==> config.mk <==
export PLATFORM = sky130hd
export DESIGN_NAME = acs_sequencer
export DESIGN_NICKNAME = d
export VERILOG_FILES = /design/src/acs_pkg.sv /design/src/acs_sequencer.sv /design/src/acs_tick_gen.sv
export SDC_FILE = /design/constraint.sdc
export NUM_CORES = 1
export LEC_CHECK = 0
export ABC_AREA = 0
export CAP_MARGIN = 5
export CORE_MARGIN = 2
export CORE_UTILIZATION = 50
export CTS_BUF_LIST = sky130_fd_sc_hd__clkbuf_8
export CTS_CLUSTER_DIAMETER = 40
export CTS_CLUSTER_SIZE = 8
export DETAILED_ROUTE_END_ITERATION = 12
export DONT_BUFFER_PORTS = 1
export PLACE_DENSITY = 0.77
export SLEW_MARGIN = 15
export SYNTH_ARGS = -nofsm -noshare
export SYNTH_HDL_FRONTEND = slang
export SYNTH_SLANG_ARGS = --single-unit
==> constraint.sdc <==
create_clock -name clk -period 13.6 [get_ports clk]
set_input_delay 0.68 -clock clk [delete_from_list [all_inputs] [get_ports clk]]
set_output_delay 0.68 -clock clk [all_outputs]
set_load 0.02 [all_outputs]
==> src/acs_pkg.sv <==
// Shared constants and types for the converter auto-channel sequencer.
package acs_pkg;

  // ----------------------------------------------------------------
  // Clocking
  // ----------------------------------------------------------------
  localparam int CLK_MHZ = 100;
  localparam int SEQ_MHZ = 24;

  // ----------------------------------------------------------------
  // Register byte offsets
  // ----------------------------------------------------------------
  localparam logic [7:0] OFS_CTRL   = 8'h00;
  localparam logic [7:0] OFS_TIMING = 8'h04;
  localparam logic [7:0] OFS_SAMP   = 8'h08;
  localparam logic [7:0] OFS_STATUS = 8'h0C;
  localparam logic [7:0] OFS_LRDAT  = 8'h10;
  localparam logic [7:0] OFS_MSDAT  = 8'h14;
  localparam logic [7:0] OFS_RNG    = 8'h18;

  // ----------------------------------------------------------------
  // Field positions
  // ----------------------------------------------------------------
  localparam int CT_EN_LO   = 0;
  localparam int CT_MAX_LO  = 4;
  localparam int CT_RST_BIT = 7;
  localparam int CT_STR_BIT = 8;
  localparam int CT_RUN_BIT = 9;
  localparam int TM_MC_LO   = 0;
  localparam int TM_LR_LO   = 16;
  localparam int SP_SET_LO  = 0;
  localparam int SP_MTS_LO  = 4;
  localparam int SP_STS_LO  = 8;
  localparam int SP_MRES_LO = 12;
  localparam int SP_LRES_LO = 14;
  localparam int SP_RRES_LO = 16;
  localparam int SP_LTS_LO  = 18;
  localparam int SP_RTS_LO  = 22;

  localparam logic [31:0] CTRL_MASK   = 32'h0000_03FF;
  localparam logic [31:0] TIMING_MASK = 32'h03FF_03FF;
  localparam logic [31:0] SAMP_MASK   = 32'h03FF_FFFF;

  // ----------------------------------------------------------------
  // Reset values
  // ----------------------------------------------------------------
  localparam logic [31:0] CTRL_RST   = 32'h0000_0067;
  localparam logic [31:0] TIMING_RST = 32'h00AA_0082;
  localparam logic [31:0] SAMP_RST   = 32'h0000_000A;

  // ----------------------------------------------------------------
  // Sequence slots and channel selections
  // ----------------------------------------------------------------
  localparam logic [2:0] SL_NOISE = 3'h0;
  localparam logic [2:0] SL_LSET  = 3'h1;
  localparam logic [2:0] SL_LCAP  = 3'h2;
  localparam logic [2:0] SL_RSET  = 3'h3;
  localparam logic [2:0] SL_RCAP  = 3'h4;
  localparam logic [2:0] SL_MSET  = 3'h5;
  localparam logic [2:0] SL_MCAP  = 3'h6;
  localparam logic [1:0] RES_8BIT = 2'h0;

  typedef enum logic [1:0] {
    ACS_CH_NOISE,
    ACS_CH_LEFT,
    ACS_CH_RIGHT,
    ACS_CH_MISC
  } acs_chan_t;

  typedef struct packed {
    acs_chan_t  chan;
    logic       set_phase;
    logic       start;
    logic       strength_route;
    logic [1:0] res;
    logic [3:0] tsamp;
  } acs_conv_t;

  localparam logic [1:0] RESP_OKAY   = 2'h0;
  localparam logic [1:0] RESP_SLVERR = 2'h2;

endpackage : acs_pkg

==> src/acs_sequencer.sv <==
// Auto-mode channel sequencer for a successive-approximation converter.
//
// Decided for this implementation: register access over AXI4-Lite and the address map.
`timescale 1ns/10ps
// Contract
// - Strength sampling takes the misc slot without the misc enable.
// - In strength mode, restart bit restarts the sequence at misc Set when strength becomes ready.
// - Strength capture forces eight-bit resolution.
// - Strength capture routes the differential strength pair to the converter.
// - Enable bits are left 0, right 1, misc 2, noise 3.
// - Right channel runs only while left is enabled.
// - Each Set state lasts set_len sequencer cycles.
// - Data valid flag rises at Capture end and clears itself.
module acs_sequencer
  import acs_pkg::*;
(
  input  wire logic        clk,
  input  wire logic        reset,
  input  wire logic [7:0]  s_axil_awaddr,
  input  wire logic        s_axil_awvalid,
  output logic             s_axil_awready,
  input  wire logic [31:0] s_axil_wdata,
  input  wire logic [3:0]  s_axil_wstrb,
  input  wire logic        s_axil_wvalid,
  output logic             s_axil_wready,
  output logic [1:0]       s_axil_bresp,
  output logic             s_axil_bvalid,
  input  wire logic        s_axil_bready,
  input  wire logic [7:0]  s_axil_araddr,
  input  wire logic        s_axil_arvalid,
  output logic             s_axil_arready,
  output logic [31:0]      s_axil_rdata,
  output logic [1:0]       s_axil_rresp,
  output logic             s_axil_rvalid,
  input  wire logic        s_axil_rready,
  input  wire logic [14:0] conv_result,
  input  wire logic        noise_bit,
  input  wire logic        strength_ready,
  output acs_conv_t        conv_ctl,
  output logic             data_valid_flag
);

  // ----------------------------------------------------------------
  // Helpers
  // ----------------------------------------------------------------
  function automatic logic [31:0] merge(input logic [31:0] old, input logic [31:0] dat,
                                        input logic [3:0] strb, input logic [31:0] mask);
    logic [31:0] r;
    r = old;
    for (int i = 0; i < 4; i++) begin
      if (strb[i]) begin
        r[i*8 +: 8] = dat[i*8 +: 8];
      end
    end
    return r & mask;
  endfunction : merge

  function automatic logic slot_on(input logic [2:0] s, input logic [3:0] en, input logic str);
    case (s)
      SL_NOISE:         return en[3];
      SL_LSET, SL_LCAP: return en[0];
      SL_RSET, SL_RCAP: return en[1] & en[0];
      SL_MSET, SL_MCAP: return en[2] | str;
      default:          return 1'b0;
    endcase
  endfunction : slot_on

  function automatic logic [2:0] next_slot(input logic [2:0] s, input logic [3:0] en, input logic str);
    logic [2:0] r;
    logic       found;
    r     = s;
    found = 1'b0;
    for (int k = 1; k <= 7; k++) begin
      if (!found && slot_on(3'((int'(s) + k) % 7), en, str)) begin
        r     = 3'((int'(s) + k) % 7);
        found = 1'b1;
      end
    end
    return r;
  endfunction : next_slot

  function automatic logic is_capture(input logic [2:0] s);
    return (s == SL_NOISE) || (s == SL_LCAP) || (s == SL_RCAP) || (s == SL_MCAP);
  endfunction : is_capture

  // ----------------------------------------------------------------
  // Declarations
  // ----------------------------------------------------------------
  logic [31:0] ctrl_r, timing_r, samp_r;
  logic        aw_have_r, w_have_r;
  logic [7:0]  awaddr_r;
  logic [31:0] wdata_r;
  logic [3:0]  wstrb_r;
  logic        wr_do, rd_do, rd_data;
  logic        tick, strength_d_r, restart_evt;
  logic        running_r, enter, finish, valid_sticky_r;
  logic [2:0]  slot_r, slot_nxt, pos_r, pos_nxt, first_slot, first_pos;
  logic [9:0]  cnt_r;
  logic [14:0] left_dat_r, right_dat_r, misc_dat_r, rng_r;
  logic [3:0]  en;
  logic [2:0]  max_idx;
  logic        str_mode, run;

  assign en       = ctrl_r[CT_EN_LO +: 4];
  assign max_idx  = ctrl_r[CT_MAX_LO +: 3];
  assign str_mode = ctrl_r[CT_STR_BIT];
  assign run      = ctrl_r[CT_RUN_BIT];

  function automatic logic [9:0] slot_len(input logic [2:0] s, input logic [31:0] t, input logic [31:0] p);
    logic [9:0] l;
    case (s)
      SL_NOISE, SL_MCAP: l = t[TM_MC_LO +: 10];
      SL_LCAP, SL_RCAP:  l = t[TM_LR_LO +: 10];
      default:           l = {6'h00, p[SP_SET_LO +: 4]};
    endcase
    return (l == 10'h000) ? 10'h001 : l;
  endfunction : slot_len

  acs_tick_gen acs_tick_gen_inst (
    .clk   (clk),
    .reset (reset),
    .tick  (tick)
  );

  // ----------------------------------------------------------------
  // Register bus: write channel
  // ----------------------------------------------------------------
  assign wr_do = aw_have_r && w_have_r && !s_axil_bvalid;

  always_ff @(posedge clk or posedge reset) begin
    if (reset) begin
      s_axil_awready <= 1'b1;
      s_axil_wready  <= 1'b1;
      s_axil_bvalid  <= 1'b0;
      s_axil_bresp   <= RESP_OKAY;
      aw_have_r      <= 1'b0;
      w_have_r       <= 1'b0;
      awaddr_r       <= 8'h00;
      wdata_r        <= 32'h0000_0000;
      wstrb_r        <= 4'h0;
    end else begin
      if (s_axil_awvalid && s_axil_awready) begin
        aw_have_r      <= 1'b1;
        awaddr_r       <= s_axil_awaddr;
        s_axil_awready <= 1'b0;
      end
      if (s_axil_wvalid && s_axil_wready) begin
        w_have_r      <= 1'b1;
        wdata_r       <= s_axil_wdata;
        wstrb_r       <= s_axil_wstrb;
        s_axil_wready <= 1'b0;
      end
      if (wr_do) begin
        s_axil_bvalid <= 1'b1;
        s_axil_bresp  <= (awaddr_r == OFS_CTRL || awaddr_r == OFS_TIMING || awaddr_r == OFS_SAMP)
                         ? RESP_OKAY : RESP_SLVERR;
      end
      if (s_axil_bvalid && s_axil_bready) begin
        s_axil_bvalid  <= 1'b0;
        aw_have_r      <= 1'b0;
        w_have_r       <= 1'b0;
        s_axil_awready <= 1'b1;
        s_axil_wready  <= 1'b1;
      end
    end
  end

  always_ff @(posedge clk or posedge reset) begin
    if (reset) begin
      ctrl_r   <= CTRL_RST;
      timing_r <= TIMING_RST;
      samp_r   <= SAMP_RST;
    end else if (wr_do) begin
      case (awaddr_r)
        OFS_CTRL:   ctrl_r   <= merge(ctrl_r, wdata_r, wstrb_r, CTRL_MASK);
        OFS_TIMING: timing_r <= merge(timing_r, wdata_r, wstrb_r, TIMING_MASK);
        OFS_SAMP:   samp_r   <= merge(samp_r, wdata_r, wstrb_r, SAMP_MASK);
        default: ;
      endcase
    end
  end

  // ----------------------------------------------------------------
  // Register bus: read channel
  // ----------------------------------------------------------------
  assign rd_do   = s_axil_arvalid && s_axil_arready;
  assign rd_data = rd_do && (s_axil_araddr == OFS_LRDAT || s_axil_araddr == OFS_MSDAT);

  always_ff @(posedge clk or posedge reset) begin
    if (reset) begin
      s_axil_arready <= 1'b1;
      s_axil_rvalid  <= 1'b0;
      s_axil_rdata   <= 32'h0000_0000;
      s_axil_rresp   <= RESP_OKAY;
    end else if (rd_do) begin
      s_axil_arready <= 1'b0;
      s_axil_rvalid  <= 1'b1;
      s_axil_rresp   <= RESP_OKAY;
      case (s_axil_araddr)
        OFS_CTRL:   s_axil_rdata <= ctrl_r;
        OFS_TIMING: s_axil_rdata <= timing_r;
        OFS_SAMP:   s_axil_rdata <= samp_r;
        OFS_STATUS: s_axil_rdata <= {23'h000000, strength_ready, running_r, pos_r, slot_r, valid_sticky_r};
        OFS_LRDAT:  s_axil_rdata <= {1'b0, right_dat_r, 1'b0, left_dat_r};
        OFS_MSDAT:  s_axil_rdata <= {17'h00000, misc_dat_r};
        OFS_RNG:    s_axil_rdata <= {16'h0000, rng_r, noise_bit};
        default: begin
          s_axil_rdata <= 32'h0000_0000;
          s_axil_rresp <= RESP_SLVERR;
        end
      endcase
    end else if (s_axil_rvalid && s_axil_rready) begin
      s_axil_rvalid  <= 1'b0;
      s_axil_arready <= 1'b1;
    end
  end

  // ----------------------------------------------------------------
  // Slot stepping
  // ----------------------------------------------------------------
  assign first_slot  = slot_on(SL_NOISE, en, str_mode) ? SL_NOISE : next_slot(SL_NOISE, en, str_mode);
  // Index zero belongs to the noise slot even when it is off, so max index counts from one then.
  assign first_pos   = slot_on(SL_NOISE, en, str_mode) ? 3'h0 : 3'h1;
  // Strength mode only counts as ready on its rising edge, so a held level cannot stall the sequence.
  assign restart_evt = running_r && ctrl_r[CT_RST_BIT] && str_mode && strength_ready && !strength_d_r;

  always_comb begin
    enter    = 1'b0;
    finish   = 1'b0;
    slot_nxt = slot_r;
    pos_nxt  = pos_r;
    if (!run) begin
      slot_nxt = first_slot;
      pos_nxt  = first_pos;
    end else if (!running_r) begin
      enter    = 1'b1;
      slot_nxt = first_slot;
      pos_nxt  = first_pos;
    end else if (restart_evt) begin
      enter    = 1'b1;
      slot_nxt = SL_MSET;
      pos_nxt  = (max_idx == 3'h0) ? 3'h0 : 3'(max_idx - 3'h1);
    end else if (tick && cnt_r <= 10'h001) begin
      finish = 1'b1;
      enter  = 1'b1;
      if (pos_r >= max_idx) begin
        slot_nxt = first_slot;
        pos_nxt  = first_pos;
      end else begin
        slot_nxt = next_slot(slot_r, en, str_mode);
        pos_nxt  = 3'(pos_r + 3'h1);
      end
    end
  end

  always_ff @(posedge clk or posedge reset) begin
    if (reset) begin
      running_r    <= 1'b0;
      slot_r       <= SL_NOISE;
      pos_r        <= 3'h0;
      cnt_r        <= 10'h001;
      strength_d_r <= 1'b0;
    end else begin
      running_r    <= run;
      slot_r       <= slot_nxt;
      pos_r        <= pos_nxt;
      strength_d_r <= strength_ready;
      if (enter) begin
        cnt_r <= slot_len(slot_nxt, timing_r, samp_r);
      end else if (running_r && tick && cnt_r > 10'h001) begin
        cnt_r <= 10'(cnt_r - 10'h001);
      end
    end
  end

  // ----------------------------------------------------------------
  // Capture results
  // ----------------------------------------------------------------
  always_ff @(posedge clk or posedge reset) begin
    if (reset) begin
      left_dat_r      <= 15'h0000;
      right_dat_r     <= 15'h0000;
      misc_dat_r      <= 15'h0000;
      rng_r           <= 15'h0000;
      data_valid_flag <= 1'b0;
      valid_sticky_r  <= 1'b0;
    end else begin
      data_valid_flag <= finish && is_capture(slot_r);
      if (finish) begin
        case (slot_r)
          SL_NOISE: rng_r       <= {rng_r[13:0], noise_bit};
          SL_LCAP:  left_dat_r  <= conv_result;
          SL_RCAP:  right_dat_r <= conv_result;
          SL_MCAP:  misc_dat_r  <= conv_result;
          default: ;
        endcase
      end
      // A capture that ends while software reads the data keeps its flag.
      if (finish && is_capture(slot_r)) begin
        valid_sticky_r <= 1'b1;
      end else if (rd_data) begin
        valid_sticky_r <= 1'b0;
      end
    end
  end

  // ----------------------------------------------------------------
  // Converter control
  // ----------------------------------------------------------------
  always_ff @(posedge clk or posedge reset) begin
    if (reset) begin
      conv_ctl <= '0;
    end else begin
      conv_ctl.set_phase      <= run && !is_capture(slot_nxt);
      conv_ctl.start          <= enter && is_capture(slot_nxt) && slot_nxt != SL_NOISE;
      conv_ctl.strength_route <= 1'b0;
      case (slot_nxt)
        SL_LSET, SL_LCAP: begin
          conv_ctl.chan  <= ACS_CH_LEFT;
          conv_ctl.res   <= samp_r[SP_LRES_LO +: 2];
          conv_ctl.tsamp <= samp_r[SP_LTS_LO +: 4];
        end
        SL_RSET, SL_RCAP: begin
          conv_ctl.chan  <= ACS_CH_RIGHT;
          conv_ctl.res   <= samp_r[SP_RRES_LO +: 2];
          conv_ctl.tsamp <= samp_r[SP_RTS_LO +: 4];
        end
        SL_MSET, SL_MCAP: begin
          conv_ctl.chan <= ACS_CH_MISC;
          if (str_mode) begin
            conv_ctl.strength_route <= 1'b1;
            conv_ctl.res            <= RES_8BIT;
            conv_ctl.tsamp          <= samp_r[SP_STS_LO +: 4];
          end else begin
            conv_ctl.res   <= samp_r[SP_MRES_LO +: 2];
            conv_ctl.tsamp <= samp_r[SP_MTS_LO +: 4];
          end
        end
        default: begin
          conv_ctl.chan  <= ACS_CH_NOISE;
          conv_ctl.res   <= samp_r[SP_MRES_LO +: 2];
          conv_ctl.tsamp <= samp_r[SP_MTS_LO +: 4];
        end
      endcase
    end
  end

endmodule : acs_sequencer

==> src/acs_tick_gen.sv <==
// Fractional divider that turns the system clock into a sequencer-rate enable.
`timescale 1ns/10ps
module acs_tick_gen
  import acs_pkg::*;
#(
  parameter int NUM = SEQ_MHZ,
  parameter int DEN = CLK_MHZ
) (
  input  wire logic clk,
  input  wire logic reset,
  output logic      tick
);

  // ----------------------------------------------------------------
  // Phase accumulator
  // ----------------------------------------------------------------
  // Ticks are spaced 4 or 5 clocks apart, averaging exactly the rate.
  localparam logic [7:0] STEP = 8'(NUM);
  localparam logic [7:0] WRAP = 8'(DEN);

  logic [7:0] acc_r;
  logic [8:0] sum;

  assign sum = {1'b0, acc_r} + {1'b0, STEP};

  always_ff @(posedge clk or posedge reset) begin
    if (reset) begin
      acc_r <= 8'h00;
      tick  <= 1'b0;
    end else if (sum >= {1'b0, WRAP}) begin
      acc_r <= 8'(sum - {1'b0, WRAP});
      tick  <= 1'b1;
    end else begin
      acc_r <= sum[7:0];
      tick  <= 1'b0;
    end
  end

endmodule : acs_tick_gen
Word level (Yosys, flattened, before mapping)

Cells that the tools add are included.

Word-level logic and storage cells: 392
Register bits after elaboration: 237
Output and inout bits: 53

Divide/modulo/power cells: 7
Eq/ne operators: 60
Reductions and logical operators: 116
Add/sub/neg operators: 12
$lt $le $gt $ge: 4
Bitwise operators: 2
Mux-type cells: 149

Operators by type and width:

| operator                                                         | count |
|---|---|
| modulo 32 x 4 -> 32 bit (second input constant)                  | 7 |
| case mux 31 bit (7 select lines)                                 | 1 |
| 2-to-1 mux 1 bit                                                 | 105 |
| equality test 3 bit (second input constant)                      | 26 |
| 2-to-1 mux 3 bit                                                 | 25 |
| OR reduction 2 bit                                               | 26 |
| equality test 3 x 2 -> 1 bit (second input constant)             | 17 |
| 2-to-1 mux 10 bit                                                | 4 |
| logical AND 1 bit                                                | 31 |
| logical NOT 3 bit                                                | 10 |
| AND reduction 3 bit                                              | 10 |
| case mux 1 bit (4 select lines)                                  | 7 |
| equality test 3 x 1 -> 1 bit (second input constant)             | 8 |
| equality test 8 x 4 -> 1 bit (second input constant)             | 3 |
| equality test 8 x 5 -> 1 bit (second input constant)             | 3 |
| case mux 10 bit (2 select lines)                                 | 1 |
| case mux 6 bit (3 select lines)                                  | 1 |
| adder 3 x 3 -> 4 bit (second input constant)                     | 4 |
| equality test 8 x 3 -> 1 bit (second input constant)             | 2 |
| logical NOT 8 bit                                                | 2 |
| logical NOT 1 bit                                                | 15 |
| nonzero test 2 bit                                               | 6 |
| greater-than comparator 10 x 1 -> 1 bit (second input constant)  | 1 |
| less-or-equal comparator 10 x 1 -> 1 bit (second input constant) | 1 |
| 21 further kinds                                                 | 34 |

Longest topological paths before layout

Depth after elaboration: 71
Mapped depth: 27

By module

From an unflattened synthesis, not the netlist that was laid out.

Cell total of the unflattened synthesis: 1235
Area, all modules: 13007.5 µm²

By module, submodules not included:

| module        | cells each | seq. area each (µm²) | area an instance (µm²) | times used |
|---|---|---|---|---|
| acs_sequencer | 1190       | 5651.7               | 12540.8                | 1 |
| acs_tick_gen  | 45         | 175.2                | 466.7                  | 1 |

Worst setup path before layout

OpenSTA, ideal clock, no wires.

Kind: reg-to-reg
Start point: reg slot_r[0]
End point: reg conv_ctl[0] in the netlist's numbering
Arrival time: 5683 ps
Path slack: 7791 ps
Library setup time: 126 ps
Cell stages (with the launch flop): 26
Clock period less this slack: 5809 ps
Cells stage by stage: dfrtp_1 inv_1 clkbuf_1 ha_1 ha_1 ha_1 ha_1 buf_2 a211oi_2 nor2_1 xnor2_1 ha_1 a211oi_1 o21ai_0 o21ai_0 xnor2_1 o211ai_1 or3_1 or4_1 o2bb2ai_2 a31oi_4 xor2_1 and3_1 buf_2 a22o_1 a221o_1

Word-level cells in the longest chain between the ends: 67
Elaborated cells between the ends (all ways): 196

RTL lines:

| what                                        | RTL line                                 | source |
|---|---|---|
| start, declared                             | acs_sequencer.sv:97                      | `logic [2:0] slot_r, slot_nxt, pos_r, pos_nxt, first_slot, first_pos;` |
| start signal, assigned                      | acs_sequencer.sv:265                     | `slot_r <= slot_nxt;` |
| adder 3 x 1 -> 4 bit                        | acs_sequencer.sv:74, acs_sequencer.sv:75 |  |
| modulo 32 x 4 -> 32 bit                     | acs_sequencer.sv:74, acs_sequencer.sv:75 |  |
| equality test 3 bit (tied with other cells) | acs_sequencer.sv:59                      | `case (s)` |
| OR reduction 2 bit                          | acs_sequencer.sv:59                      |  |
| case mux 1 bit (4 select lines)             | acs_sequencer.sv:59                      |  |
| 2-to-1 mux 1 bit                            | acs_sequencer.sv:246                     | `if (pos_r >= max_idx) begin` |
| 2-to-1 mux 1 bit                            | acs_sequencer.sv:243                     | `end else if (tick && cnt_r <= 10'h001) begin` |
| 2-to-1 mux 1 bit                            | acs_sequencer.sv:239                     | `end else if (restart_evt) begin` |
| [51 not listed]                             | --                                       |  |
| 2-to-1 mux 3 bit                            | acs_sequencer.sv:246                     |  |
| 2-to-1 mux 3 bit (*)                        | acs_sequencer.sv:243                     |  |
| 2-to-1 mux 3 bit (*)                        | acs_sequencer.sv:239                     |  |
| 2-to-1 mux 3 bit (*)                        | acs_sequencer.sv:235                     | `end else if (!running_r) begin` |
| 2-to-1 mux 3 bit (*)                        | acs_sequencer.sv:232                     | `if (!run) begin` |
| equality test 3 bit (tied with other cells) | acs_sequencer.sv:317                     | `case (slot_nxt)` |
| OR reduction 2 bit                          | acs_sequencer.sv:317                     |  |
| case mux 6 bit (3 select lines) (*)         | acs_sequencer.sv:317                     |  |
| end, declared                               | acs_sequencer.sv:39                      | `output acs_conv_t conv_ctl,` |

Mark *: on every way between the ends. The rest lies on a longest branch, timed or not. The select of a mux whose other input is x is not followed.
A chain may end at the register's enable or synchronous reset.

Worst setup path in the final report

Same ends and word-level chain as after synthesis.

==> flow_summary.toml <==
[placement]
hpwl_mm = 23.1
postPlaceCellArea_sq_um = 13100
gp_congestion = 0.896
numPortBuffers = 0
preCtsSetupSlack_ns = 5.89

[timing]
setup_ws_ns = 6.10
whs_ns = 0.116
max_slew.worst_pin.slew_ns = 1.04
tns_ns = 0
hold_viol = 0
rsz0062_at_grt = "no"
period_share = 0.551
clock_skew_ns = 0.0181
min_period_ns = 7.50
max-slew-margin-rel = 0.307
slew_viol_final = 0
clock.fmax_mhz = 133
setup_viol = 0

[floorplan]
die-height_microns = 165
die-area_sq_um = 27100
fp-row-count = 58
die_x_microns = 165
initial_core_util = 0.511
core_area_sq_um = 25300
io_pins = 129

[clocking]
htree_levels = 2
cts_sinks = 232
clk_pin_slew_worst_paths_ns = 0.06
hold_buffers = 0
numCtsBuffers = 37
cts_tree = "built"
post_cts_buffers = 0
cts_root_buffer = "clkbuf_8"
cts_resized = 0
clk_latency_ns = 0.53
cts_buffer_depth = 3

[pwr]
p_seq_frac = 0.418
internal_power_mw = 1.41
power_density_nw_per_um2 = 159
ir_worst_vdd_uv = 110
leakage_nw = 6.19
p_sw_uw = 797
clkPwrFrac = 0.260
switching_share = 0.362
pwr-share-comb = 0.322

[cells_and_area]
areaGrowthSynthToFinish_pct = 7.32
stdcell_area_sq_um = 13800
n_antenna_cell = 0
final_nets = 1300
fin_util = 0.548
final_common_cell = "dfrtp_1"
final_layout_size_suffix_gt1_frac = 0.225
final_cell_mix = "dfrtp_1, mux2_2, nand2_1, o21ai_0"

[global_route]
grt_pass1_wl_mm = 52.1
overflow = 0
grt_max_degree = 101
track_usage = 0.244
antenna_found_initial = 0
grt_pass1_vias = 9541

[setup_path]
worstPathRequired_ns = 14.00
cp.arrival_ns = 7.90
slowest_delay_ns = 0.56
critPathTopFamily = "compound AO/OA/AOI/OAI gates"
crit_chain = "buf_4, inv_1, ha_1, ha_1, ha_1, ha_1, a211oi_2, nor2_1, xnor2_1, ha_1, a211oi_1, o21ai_0, o21ai_0, xnor2_1, o211ai_1, or3_1, or4_1, o2bb2ai_2, a31oi_4, xor2_1, and3_1, a22o_1, a221o_1"
path_class = "register to register"
path_buf_inv = 2
worst_setup_path_start_kind = "register"
critical_path.most_common_cell = "ha_1"
cp_slowest_cell = "or4_1"
worstPathMaxFanout = 56
r2r_slack_ns = 6.10
rr_worst_depth = 23
r2r-end = "conv_ctl[0]"
r2r_start = "slot_r[0]"
end_kind = "register"

[detailed_routing]
vias = 9644
antenna_left = 0
first_pass_iters = 6
wirelength_mm = 32.6
drt_first_iter_violations = 1269
via_per_inst = 6.25
drc = 0
post_drt_wl_per_cell_microns = 21.1

[logic_synthesis]
synth_largest_area_cell = "dfrtp_1"
synth.area.top_cells = "dfrtp_1, mux2_2, ha_1, dfstp_2, nand2_1"
synth.top_cell.area_share = 0.417
synth_edf_count = 0
synth_seq_cells = 232
yosysUniqueCellTypes = 98
avgSynthCellArea_sq_um = 10.7
synthArstFlopShare = 1.00
synth_top_flop_cell = "dfrtp_1"
synth_warnings = 0
netlist_area_sq_um = 12900
synth_seq_area_share = 0.452
synthCells = 1202

[run_status]
outcome = "complete, no violations"

[flow_run]
drv_cap = 0

[worst_hold_path]
hold_class = "input port to asynchronous set/reset pin"
## worst reg2reg max path: stages, from the launching register on
cell       delay [ns]
dfrtp_1          0.32
buf_4            0.49
inv_1            0.48
ha_1             0.45
ha_1             0.55
ha_1             0.32
ha_1             0.29
a211oi_2         0.36
nor2_1           0.10
xnor2_1          0.30
ha_1             0.33
a211oi_1         0.10
o21ai_0          0.16
o21ai_0          0.14
xnor2_1          0.16
o211ai_1         0.14
or3_1            0.40
or4_1            0.57
o2bb2ai_2        0.17
a31oi_4          0.50
xor2_1           0.23
and3_1           0.33
a22o_1           0.21
a221o_1          0.26
## cell type report
type	count	area, sq um
multi-input cells	868	6680
inverters	37	146
well taps	330	413
clock buffers	39	537
flip-flops and latches	232	5830
fillers	2152	11400
repair buffers	11	82.6
clock inverters	25	161
## flip-flops by register name, indices dropped and copies added (netlist names), 4 cells and up
name                     cells
acs_tick_gen_inst.acc_r      6
awaddr_r                     8
cnt_r                       10
conv_ctl                    11
ctrl_r                      10
left_dat_r                  15
misc_dat_r                  15
right_dat_r                 15
rng_r                       15
s_axil_rdata                31
samp_r                      26
timing_r                    20
wdata_r                     26
wstrb_r                      4
## routing by layer
metal / up-vias / GRT usage / routed length [microns]
met5: - / 0 / 0
met4: 0 / 0.0688 / 572
met3: 43 / 0.0555 / 2890
met2: 389 / 0.373 / 14900
met1: 4781 / 0.349 / 14200
li1: 4431 / - / -
## synth_stat cells, drive strengths merged (7+ instances only)
library cell and count:
inv 37, buf 21, a211oi 12, a31oi 13, dfstp 17, dfrtp 215, nor3 21, nand2b 9
xnor2 23, and3 8, nand3b 11, o211ai 12, a22o 8, a21oi 45, nor2 54, nor4 8
a222oi 18, a311oi 7, a21o 11, mux2 174, or4 8, nand3 23, mux2i 27, o22ai 16
ha 37, a22oi 15, nand2 113, xor2 10, nor2b 11, clkbuf 46, o21ai 62
## cells by family (layout without fill, tap and decap cells)
group	count (synthesis)	in the layout	share of synthesized area
flip-flops	232	232	0.452
buffers and inverters	104	112	0.0336
multiplexers	201	201	0.174
adder cells (fa/ha/maj)	37	37	0.0359
AO/OA/AOI/OAI	285	285	0.161
XOR/XNOR	33	33	0.0236
AND/OR/NAND/NOR	309	309	0.120
other	1	3	0.000291
## worst max-delay path by stage
stage,startpoint,endpoint,depth (start not counted)
4_1_cts,slot_r[0],cnt_r[0],22
3_5_place_dp,slot_r[0],cnt_r[0],22
6_report,slot_r[0],conv_ctl[0],23
5_1_grt,slot_r[0],cnt_r[3],22
2_1_floorplan,reset,acs_tick_gen_inst.acc_r[2],1
3_3_place_gp,slot_r[0],cnt_r[1],22
## power by group through the flow
stage / sequential, mW / clock [mW] / combinational, mW
after global placement: 0.924 / 0 / 0.681
after CTS: 0.920 / 0.579 / 0.705
after global routing: 0.937 / 0.611 / 0.791
final: 0.921 / 0.574 / 0.711
after detailed placement: 0.931 / 0 / 0.700
after floorplan: 0.877 / 0 / 0.591
## metrics by stage
step,power (mW),cells
2_1_floorplan,1.47,1204
3_3_place_gp,1.60,1478
3_5_place_dp,1.63,1478
4_1_cts,2.20,1542
5_1_grt,2.34,1542
6_report,2.21,1542
Power figures use the tool's default switching activity.
